$ cat src/hdl/dcw_pkg.sv
package dcw_pkg;
    // profile selection value that enables pass-through decoding
    localparam logic [7:0] PROFILE_PASS_THRU = 8'h05;
    // command word field positions
    localparam int BIT_STOP      = 0;
    localparam int BIT_START     = 1;
    localparam int BIT_REVERSE   = 2;
    localparam int BIT_RESET     = 4;
    localparam int BIT_LOC2      = 5;
    localparam int BIT_RUN_DIS   = 6;
    localparam int BIT_STOP_RAMP = 7;
    localparam int BIT_STOP_EMER = 8;
    localparam int BIT_STOP_FREE = 9;
    localparam int BIT_RAMP_SET  = 10;
    localparam int BIT_OUT_ZERO  = 11;
    localparam int BIT_HOLD      = 12;
    localparam int BIT_IN_ZERO   = 13;
    localparam int BIT_LOC_LOCK  = 14;
    localparam int BIT_CTL_TAKE  = 16;
    localparam int BIT_REF_TAKE  = 17;
    localparam int BIT_USER_LO   = 22;
    // mask of defined bits; reserved 3, 18-21, 26-31 are dropped
    localparam logic [31:0] CMD_USED_MASK = 32'h03c3_fff7;
    localparam logic [31:0] CMD_RESET_VAL = 32'h0000_0000;
    // stop mode encodings
    typedef enum logic [1:0] {
        DCW_STOP_PARAM,
        DCW_STOP_RAMP,
        DCW_STOP_EMER,
        DCW_STOP_FREE
    } dcw_stop_mode_t;
endpackage

$ cat src/hdl/dcw_decoder.sv
// Operation
// - decode only when profile selection equals five
// - copy bus word into internal bits 0-15, reserved bit 3 dropped
// - bit0 stops with chosen mode, bit1 starts
// - bit2 reverses, else reference sign sets direction
// - bit4 rising edge resets active fault
// - bit5 picks second remote location if bus-sourced
// - bit6 high drops run enable if bus-sourced
// - bits7-9 pick stop mode, else parameter
// - bit10 low selects ramp set one
// - bit11 forces ramp output to zero
// - bit12 holds ramp output
// - bit13 forces ramp input to zero
// - bit14 blocks switching into local mode
// - bit16 takes control from bus locally
// - bit17 takes reference from bus locally
// - bits22-25 are four user flags
module dcw_decoder
    import dcw_pkg::*;
(
    input  wire logic        core_clk,          // system clock, 200 MHz
    input  wire logic        rstn,              // async reset, active low
    input  wire logic [7:0]  profile_sel,       // control profile parameter
    input  wire logic        cmd_wr,            // one-cycle write strobe of the word
    input  wire logic [31:0] cmd_wdata,         // word from the fieldbus master
    input  wire logic [1:0]  param_stop_mode,   // configured stop mode (dcw_stop_mode_t)
    input  wire logic        ref_negative,      // sign of the active reference
    input  wire logic        fault_active,      // drive has an active fault
    input  wire logic        loc_sel_from_bus,  // location selection sourced from bus
    input  wire logic        run_en_from_bus,   // run enable sourced from bus
    output logic [31:0]      drive_command_word, // internal command word readback
    output logic             stop_cmd,          // stop request level
    output logic [1:0]       stop_mode,         // effective stop mode
    output logic             start_cmd,         // start request level
    output logic             dir_reverse,       // 1 = reverse rotation
    output logic             fault_reset,       // one-cycle fault reset pulse
    output logic             second_remote_location, // remote location 2 selected
    output logic             first_remote_location,  // remote location 1 selected
    output logic             run_enable,        // run enable when bus-sourced
    output logic             normal_ramp_stop_req,
    output logic             emergency_ramp_stop_req,
    output logic             freewheel_stop_req,
    output logic             ramp_set1_sel,     // choose accel/decel time 1
    output logic             ramp_out_zero,     // force ramp output to zero
    output logic             ramp_hold,         // freeze ramp output
    output logic             ramp_in_zero,      // force ramp input to zero
    output logic             local_lock,        // refuse switch into local mode
    output logic             bus_control_takeover,
    output logic             bus_reference_takeover,
    output logic [3:0]       user_flags         // application user bits
);

    // latched word, registered fault reset, location and run enable
    logic [31:0] cmd_q;        // latched command word
    logic        fault_pulse;  // registered fault reset
    logic        loc2_q;       // last location choice, held when not bus-sourced
    logic        run_en_q;     // last run enable, held when not bus-sourced

    // decode only in the pass-through profile; other profiles leave the stored word unchanged, while dir_reverse and stop_mode follow their live inputs
    wire         profile_ok = (profile_sel == PROFILE_PASS_THRU);
    wire         take_word  = cmd_wr && profile_ok;
    // reserved bits are masked so a careless master changes nothing
    wire  [31:0] next_cmd   = take_word ? (cmd_wdata & CMD_USED_MASK) : cmd_q;
    // edge detect against the previously latched value
    wire         reset_rise = next_cmd[BIT_RESET] && !cmd_q[BIT_RESET];

    // stop mode: explicit request bits win in priority ramp, emergency, coast
    wire [2:0] stop_bits = cmd_q[BIT_STOP_FREE:BIT_STOP_RAMP];
    dcw_stop_mode_t next_stop_mode;
    assign next_stop_mode = stop_bits[0] ? DCW_STOP_RAMP :
                            stop_bits[1] ? DCW_STOP_EMER :
                            stop_bits[2] ? DCW_STOP_FREE :
                            dcw_stop_mode_t'(param_stop_mode);

    // word latch: one cycle from strobe to stored word
    always_ff @(posedge core_clk or negedge rstn) begin
        if (!rstn) begin
            cmd_q      <= CMD_RESET_VAL;
        end else begin
            cmd_q      <= next_cmd;
        end
    end

    // fault reset pulses only on a rising bit while a fault is present
    always_ff @(posedge core_clk or negedge rstn) begin
        if (!rstn) begin
            fault_pulse <= 1'b0;
        end else begin
            fault_pulse <= reset_rise && fault_active;
        end
    end

    // location and run enable follow the bus only when configured to
    always_ff @(posedge core_clk or negedge rstn) begin
        if (!rstn) begin
            loc2_q   <= 1'b0;
            run_en_q <= 1'b0;
        end else begin
            if (loc_sel_from_bus) begin
                loc2_q <= cmd_q[BIT_LOC2];
            end
            if (run_en_from_bus) begin
                run_en_q <= !cmd_q[BIT_RUN_DIS];
            end
        end
    end

    // internal word: bits 0-15 copied as received except reserved bit 3, rest as defined bits
    assign drive_command_word = cmd_q;
    assign stop_cmd          = cmd_q[BIT_STOP];
    assign start_cmd         = cmd_q[BIT_START];
    assign stop_mode         = next_stop_mode;
    // reverse bit overrides; otherwise negative reference means reverse
    assign dir_reverse       = cmd_q[BIT_REVERSE] | ref_negative;
    assign fault_reset       = fault_pulse;
    assign second_remote_location = loc2_q;
    assign first_remote_location  = !loc2_q;
    assign run_enable        = run_en_q;
    assign normal_ramp_stop_req    = stop_bits[0];
    assign emergency_ramp_stop_req = stop_bits[1];
    assign freewheel_stop_req      = stop_bits[2];
    // a one in the ramp set bit is a no-op, so set 1 is simply not forced
    assign ramp_set1_sel     = !cmd_q[BIT_RAMP_SET];
    assign ramp_out_zero     = cmd_q[BIT_OUT_ZERO];
    assign ramp_hold         = cmd_q[BIT_HOLD];
    assign ramp_in_zero      = cmd_q[BIT_IN_ZERO];
    assign local_lock        = cmd_q[BIT_LOC_LOCK];
    assign bus_control_takeover   = cmd_q[BIT_CTL_TAKE];
    assign bus_reference_takeover = cmd_q[BIT_REF_TAKE];
    assign user_flags        = cmd_q[BIT_USER_LO +: 4];

    // checks on the latch and on every decoded level
    // they watch outputs and state, never the bench's own drive

    // an accepted write is visible one edge later, masked
    // a slower latch would let the control logic act on a stale word
    latch_word_a: assert property (@(posedge core_clk) disable iff (!rstn)
        take_word |=> cmd_q == ($past(cmd_wdata) & CMD_USED_MASK))
        else $error("word not latched in one cycle");

    // no strobe means the stored word keeps its value
    // a toggling bus between writes must not leak in
    hold_word_a: assert property (@(posedge core_clk) disable iff (!rstn)
        !cmd_wr |=> $stable(cmd_q))
        else $error("word changed without a write");

    // outside the pass-through profile writes are dropped silently
    // the other profile needs conversion that this block lacks
    profile_gate_a: assert property (@(posedge core_clk) disable iff (!rstn)
        !profile_ok |=> $stable(cmd_q))
        else $error("word taken outside pass-through profile");

    // reserved bits never reach the stored word
    // they read back as zero whatever the master sent
    reserved_zero_a: assert property (@(posedge core_clk) disable iff (!rstn)
        (cmd_q & ~CMD_USED_MASK) == 32'h0000_0000)
        else $error("reserved bit stored");

    // the low half of the word passes unchanged apart from bit 3
    // no scaling or conversion is applied
    copy_low_a: assert property (@(posedge core_clk) disable iff (!rstn)
        take_word |=> drive_command_word[15:0] == ($past(cmd_wdata[15:0]) & CMD_USED_MASK[15:0]))
        else $error("low half of word not copied");

    // stop level follows its bit in the readback word
    // a zero is a no-op, so the level simply drops
    stop_level_a: assert property (@(posedge core_clk) disable iff (!rstn)
        stop_cmd == drive_command_word[BIT_STOP])
        else $error("stop level wrong");

    // start level follows its bit in the readback word
    // the control logic owns any start interlocks
    start_level_a: assert property (@(posedge core_clk) disable iff (!rstn)
        start_cmd == drive_command_word[BIT_START])
        else $error("start level wrong");

    // a pulse needs a rising reset bit and a fault in the write cycle
    // a held-high bit must not keep clearing new faults
    fault_edge_a: assert property (@(posedge core_clk) disable iff (!rstn)
        fault_reset |-> $past(cmd_q[BIT_RESET], 1) == 1'b0 && cmd_q[BIT_RESET] && $past(fault_active))
        else $error("fault reset without rising edge");

    // a rising edge with a fault gives the pulse at the next edge
    // the pulse is registered, so it lags the edge by one cycle
    fault_fire_a: assert property (@(posedge core_clk) disable iff (!rstn)
        reset_rise && fault_active |=> fault_reset)
        else $error("fault reset missed");

    // the pulse lasts one cycle only
    // a second write of the same bit is no new edge
    fault_once_a: assert property (@(posedge core_clk) disable iff (!rstn)
        fault_reset |=> !fault_reset)
        else $error("fault reset longer than one cycle");

    // no request bit set falls back to the configured stop mode
    // the parameter is a live input, so no delay is involved
    stop_prio_a: assert property (@(posedge core_clk) disable iff (!rstn)
        stop_bits == 3'h0 |-> stop_mode == param_stop_mode)
        else $error("stop mode fallback wrong");

    // normal ramp request wins over the other two
    // the order among several set bits is a local choice
    stop_ramp_a: assert property (@(posedge core_clk) disable iff (!rstn)
        drive_command_word[BIT_STOP_RAMP] |-> stop_mode == DCW_STOP_RAMP)
        else $error("normal ramp stop not chosen");

    // emergency ramp when it is the highest set request
    // it still stops within the drive's own limits
    stop_emer_a: assert property (@(posedge core_clk) disable iff (!rstn)
        !drive_command_word[BIT_STOP_RAMP] && drive_command_word[BIT_STOP_EMER] |-> stop_mode == DCW_STOP_EMER)
        else $error("emergency ramp stop not chosen");

    // coast only when it is the sole request
    // the motor then runs down with no braking
    stop_free_a: assert property (@(posedge core_clk) disable iff (!rstn)
        drive_command_word[BIT_STOP_FREE:BIT_STOP_RAMP] == 3'h4 |-> stop_mode == DCW_STOP_FREE)
        else $error("coast stop not chosen");

    // request outputs mirror the three bits of the word
    // the control logic may read them apart from the mode
    stop_reqs_a: assert property (@(posedge core_clk) disable iff (!rstn)
        {freewheel_stop_req, emergency_ramp_stop_req, normal_ramp_stop_req}
            == drive_command_word[BIT_STOP_FREE:BIT_STOP_RAMP])
        else $error("stop request outputs wrong");

    // bus-sourced run enable is the inverse of the disable bit
    // it lags the word by one register stage
    run_en_a: assert property (@(posedge core_clk) disable iff (!rstn)
        run_en_from_bus |=> run_enable == !$past(cmd_q[BIT_RUN_DIS]))
        else $error("run enable does not follow bit");

    // another run enable source freezes the bus value
    // no other source is modelled inside this block
    run_hold_a: assert property (@(posedge core_clk) disable iff (!rstn)
        !run_en_from_bus |=> $stable(run_enable))
        else $error("run enable changed while not bus-sourced");

    // bus-sourced location follows the location bit
    // it lags the word by one register stage
    loc_follow_a: assert property (@(posedge core_clk) disable iff (!rstn)
        loc_sel_from_bus |=> second_remote_location == $past(cmd_q[BIT_LOC2]))
        else $error("location does not follow bit");

    // another location source freezes the bus choice
    // the last chosen location stays in force
    loc_hold_a: assert property (@(posedge core_clk) disable iff (!rstn)
        !loc_sel_from_bus |=> $stable(second_remote_location))
        else $error("location changed while not bus-sourced");

    // exactly one remote location is selected at a time
    // both at once would leave the control source ambiguous
    loc_onehot_a: assert property (@(posedge core_clk) disable iff (!rstn)
        second_remote_location != first_remote_location)
        else $error("location outputs not exclusive");

    // a set reverse bit always reverses
    // the reference sign cannot override it
    dir_rev_a: assert property (@(posedge core_clk) disable iff (!rstn)
        cmd_q[BIT_REVERSE] |-> dir_reverse)
        else $error("reverse bit ignored");

    // a clear reverse bit leaves direction to the reference sign
    // the sign is a live input from the reference path
    dir_sign_a: assert property (@(posedge core_clk) disable iff (!rstn)
        !cmd_q[BIT_REVERSE] |-> dir_reverse == ref_negative)
        else $error("direction does not follow reference sign");

    // ramp set one is chosen while its bit is low
    // a high bit forces nothing, the ramp logic decides
    ramp_set_a: assert property (@(posedge core_clk) disable iff (!rstn)
        ramp_set1_sel == !drive_command_word[BIT_RAMP_SET])
        else $error("ramp set selection wrong");

    // ramp output forced to zero while its bit is high
    // current and voltage limits stay with the drive
    ramp_zero_a: assert property (@(posedge core_clk) disable iff (!rstn)
        ramp_out_zero == drive_command_word[BIT_OUT_ZERO])
        else $error("ramp output zero wrong");

    // ramp output frozen while its bit is high
    // the frozen value itself lives in the ramp logic
    ramp_freeze_a: assert property (@(posedge core_clk) disable iff (!rstn)
        ramp_hold == drive_command_word[BIT_HOLD])
        else $error("ramp hold wrong");

    // ramp input forced to zero while its bit is high
    // the output then ramps down at the active rate
    ramp_input_a: assert property (@(posedge core_clk) disable iff (!rstn)
        ramp_in_zero == drive_command_word[BIT_IN_ZERO])
        else $error("ramp input zero wrong");

    // switching into local mode refused while the lock bit is high
    // a drive already in local mode is not thrown out
    local_lock_a: assert property (@(posedge core_clk) disable iff (!rstn)
        local_lock == drive_command_word[BIT_LOC_LOCK])
        else $error("local lock wrong");

    // control takeover follows its bit
    // it overrides the active control source while set
    ctl_take_a: assert property (@(posedge core_clk) disable iff (!rstn)
        bus_control_takeover == drive_command_word[BIT_CTL_TAKE])
        else $error("control takeover wrong");

    // reference takeover follows its bit
    // it overrides the active reference source while set
    ref_take_a: assert property (@(posedge core_clk) disable iff (!rstn)
        bus_reference_takeover == drive_command_word[BIT_REF_TAKE])
        else $error("reference takeover wrong");

    // user flags carry the four user bits unchanged
    // they have no built-in action here
    user_bits_a: assert property (@(posedge core_clk) disable iff (!rstn)
        user_flags == drive_command_word[BIT_USER_LO +: 4])
        else $error("user flags wrong");

    // main scenarios worth seeing at least once
    start_c: cover property (@(posedge core_clk) disable iff (!rstn) start_cmd ##[1:20] stop_cmd);
    freset_c: cover property (@(posedge core_clk) disable iff (!rstn) fault_reset);
    takeover_c: cover property (@(posedge core_clk) disable iff (!rstn)
        bus_control_takeover && bus_reference_takeover);
    emer_stop_c: cover property (@(posedge core_clk) disable iff (!rstn)
        stop_cmd && stop_mode == DCW_STOP_EMER);
    loc_switch_c: cover property (@(posedge core_clk) disable iff (!rstn)
        $rose(second_remote_location));
endmodule

$ cat config.mk
export PLATFORM = sky130hd
export DESIGN_NAME = dcw_decoder
export DESIGN_NICKNAME = d
export VERILOG_FILES = /design/src/hdl/dcw_pkg.sv /design/src/hdl/dcw_decoder.sv
export SDC_FILE = /design/constraint.sdc
export NUM_CORES = 1
export LEC_CHECK = 0
export BUFFER_PORTS_ARGS = -buffer_cell sky130_fd_sc_hd__buf_2
export CORE_MARGIN = 2
export CORE_UTILIZATION = 30
export CTS_CLUSTER_SIZE = 12
export DETAILED_ROUTE_END_ITERATION = 10
export GPL_TIMING_DRIVEN = 0
export PLACE_DENSITY_LB_ADDON = 0.08
export SLEW_MARGIN = 20
export SYNTH_ARGS = -nofsm -noshare
export SYNTH_HDL_FRONTEND = slang
export SYNTH_SLANG_ARGS = --single-unit
$ cat constraint.sdc
create_clock -name core_clk -period 0.9 [get_ports core_clk]
set_input_delay 0.135 -clock core_clk [delete_from_list [all_inputs] [get_ports core_clk]]
set_output_delay 0.135 -clock core_clk [all_outputs]
set_load 0.01 [all_outputs]
# [Word level (Yosys, flattened, before mapping)]
# Cells that the tools add are included.
[classes] mux=4 eq_ne=1 n_bitwise=1 reduce_logical=7
[ops] op="$eq 8x3->1 const B" count=1
[ops] op="$mux 2" count=3
[ops] op="$mux 5" count=1
[ops] op="$logic_not 1->1" count=4
[ops] op="$logic_and 1x1->1" count=3
[ops] op="$or 1x1->1" count=1
[word_totals] wordCells=18 regBits=24 out_inout_bits=55

# [Longest topological paths before layout]
[depth] ltp_word=5 ltp_mapped=4 mapped_depth_nobuf=3

# [Worst setup path after synthesis]
# OpenSTA, ideal clock, no wires.
[synth_timing] path_kind="input to register" start="input profile_sel[1]" end="register cmd_q[10], in the netlist drive_command_word[10]" path_buffers=1 setup_time_ns=0.125 t_arrival_ns=1.075 path_stages=4 t_required_ns=0.775 slack_ns=-0.300 path_cell_list="nor3b_1 nand4b_4 buf_6 mux2_4"
[synth_via] elab_chain_len=2
[synth_rtl] element="from (decl)" line="dcw_decoder.sv:23" source="input wire logic [7:0] profile_sel,"
[synth_rtl] element="$eq 8x3->1" line="dcw_decoder.sv:60" source="wire profile_ok = (profile_sel == PROFILE_PASS_THRU);"
[synth_rtl] element="$logic_and 1x1->1" line="dcw_decoder.sv:61" source="wire take_word = cmd_wr && profile_ok;"
[synth_rtl] element="to (signal assigned)" line="dcw_decoder.sv:80" source="cmd_q <= next_cmd;"
[synth_rtl] element="to (decl)" line="dcw_decoder.sv:54" source="logic [31:0] cmd_q;"
# No other way between the ends.
# A chain may end at the register's enable or synchronous reset.

# [Worst setup path after layout]
[layout_timing] start="register cmd_q[9], in the netlist drive_command_word[9]" end="output drive_command_word[9]"
[layout_lines] element="to (decl)" line="dcw_decoder.sv:31" source="output logic [31:0] drive_command_word,"
# No word-level cell between the ends.

==> impl_metrics.ini <==
[run_status]
run_status = finished with violations
violations = negative setup slack

[sta]
rsz0062_at_grt = true
hold_viol = 0
setup_viol = 66
slew_violations = 0
fin_skew_ps = 4.00
max_freq_mhz = 841
fin_crit_sh = 1.32
layout_setup_ws_ps = -288
period_needed_ps = 1190

[global_route]
grt_max_degree = 25
grt_pass1_wl_mm = 4.63
grt_remaining_overflow = 0
grtUsageTotal = 0.135
antenna_found_initial = 0
grt_pass1_vias = 1007

[drt]
via_count = 1051
drt_iter0_markers = 4
viasPerCell = 4.07
wl_mm = 3.10
ant_nets = 0
dr.pass1.iters = 2
routedWlPerCell_um = 12.0
post-route-drc-count = 0

[finish]
post-route-util = 0.573
mostFrequentLayoutCell = buf_2
nets = 258
n_antenna_cell = 0
final_cell_mix = 58 x buf_2, 39 x buf_6, 27 x buf_4
final_cells = 258
multiInputGateArea_um2 = 475
layout-drive-gt1-share = 0.798
area_growth_pct = 83.5
n_fill_cell = 355
final-seq-area_um2 = 604

[setup_path]
cp_data_arrival_time_ps = 1050
path_max_fanout = 5
critPathCaptureType = output port
reg2reg_depth = 3
critPathKind = register to output port
worstPathRequired_ps = 760
startpoint_type = register

[run]
cap_violations = 0

[power]
power_leakage_nw = 1.38
power.density_nw_per_um2 = 1090
ir_drop_uv = 536

[clock_network]
ctsLongestPathBuffers = 2
clock-sinks = 24
clk_pin_slew_worst_paths_ps = 90
cts_root_buf = clkbuf_8
htree_levels = 1
insertion_delay_ps = 260
cts_buffers = 3
cts_tree = yes

[logic_synthesis]
post_synth.cell_area_avg_um2 = 13.9
yosysWarningCount = 0
synthCells = 90
synth_cell_types = 17
ys_ff_latch = 24
synthesis.area_um2 = 1250
ys_seq_area_frac = 0.480

[worst_hold_path]
holdPathStages = 2
hp-class = input pin to register

[floorplan]
fp.dieW_um = 68.6
initial_core_util = 0.312
core-area_um2 = 4000
ios = 104
dieArea_um2 = 4700
rows = 23
die_h_um = 68.6

[placed_design]
hpwl_mm = 2.05
routabilityCongestion = 0.670
port-buffer-count = 81
dp.cells = 231
report_power, final:
group	internal (mW)	switching (mW)	total [mW]
combinational	0.384	0.218	0.602
sequential	1.13	0.0449	1.17
clock	0.390	0.336	0.726
layer usage:
layer	global-route usage	part of all wire	vias to the layer above
met5	0	0	-
met4	0.0375	0.0039	0
met2	0.252	0.54	51
met1	0.147	0.36	496
met3	0.0373	0.090	2
li1	-	-	502
cells in the mapped netlist, drive strengths merged:
cell type	count	area [um2]
nand2	2	7.51
o21ai	1	5.00
nand4b	1	23.8
nor3b	1	7.51
conb	1	3.75
or2	1	6.26
inv	3	11.3
mux2	21	308
nor3	2	10.0
dfrtp	24	601
nor4b	1	23.8
mux2i	1	10.0
nor2	2	7.51
buf	28	218
o21bai	1	7.51
layout make-up:
class | count | share of cell area
Clock buffer | 4 | 0.0240
Inverter | 3 | 0.00491
Multi-Input combinational cell | 45 | 0.207
Sequential cell | 24 | 0.264
Buffer | 28 | 0.125
Tap cell | 50 | 0.0273
Timing Repair Buffer | 104 | 0.348
final timing paths:
check	to	slack, ps	startpoint
max	drive_command_word[9]	-290	drive_command_word[9]
min	second_remote_location	40	loc_sel_from_bus
max reg2reg	drive_command_word[7]	-170	drive_command_word[7]
min reg2reg	run_enable	530	run_enable
max in group asynchronous	drive_command_word[8]	280	rstn
min in group asynchronous	drive_command_word[14]	330	rstn
sequential cells by signal, indices dropped and copies added, names as in the netlist:
register	flops
second_remote_location	1
run_enable	1
fault_reset	1
drive_command_word	21
metrics by stage:
stage          TNS, ps  power, mW  worst slack (ps)  hold WS, ps  area, um2
2_1_floorplan    -5560       1.43              -279         -161       1290
3_3_place_gp     -9450       1.63              -459          153       1760
3_5_place_dp     -9760       1.64              -469          168       1760
4_1_cts         -10370       2.52              -311         46.3       2220
5_1_grt         -12310       2.65              -358         35.0       2290
6_report        -10180       2.50              -288         40.2       2290
logic make-up after synthesis:
kind of cell,share of synthesized area
buffers and inverters,0.183
flip-flops,0.480
multiplexers,0.254
AND/OR/NAND/NOR,0.0691
AO/OA/AOI/OAI,0.0100
other,0.00300
worst max-delay path, stage by stage (launching register included):
cell and delay (ps):
dfrtp_2 440, buf_4 140, buf_6 100, buf_6 110
repair_timing:
| item | in CTS | in global routing |
|---|---|---|
| endpoints found under the setup margin | 64 | 67 |
| hold buffers | 1 | 0 |
| resized for setup | 44 | 10 |
| hold endpoints to repair | 24 | 0 |
| gates cloned | 2 | 0 |
| setup buffers | 14 | 6 |
| pin swaps | 5 | 1 |
No activity file was read; power rests on OpenSTA's default activity.
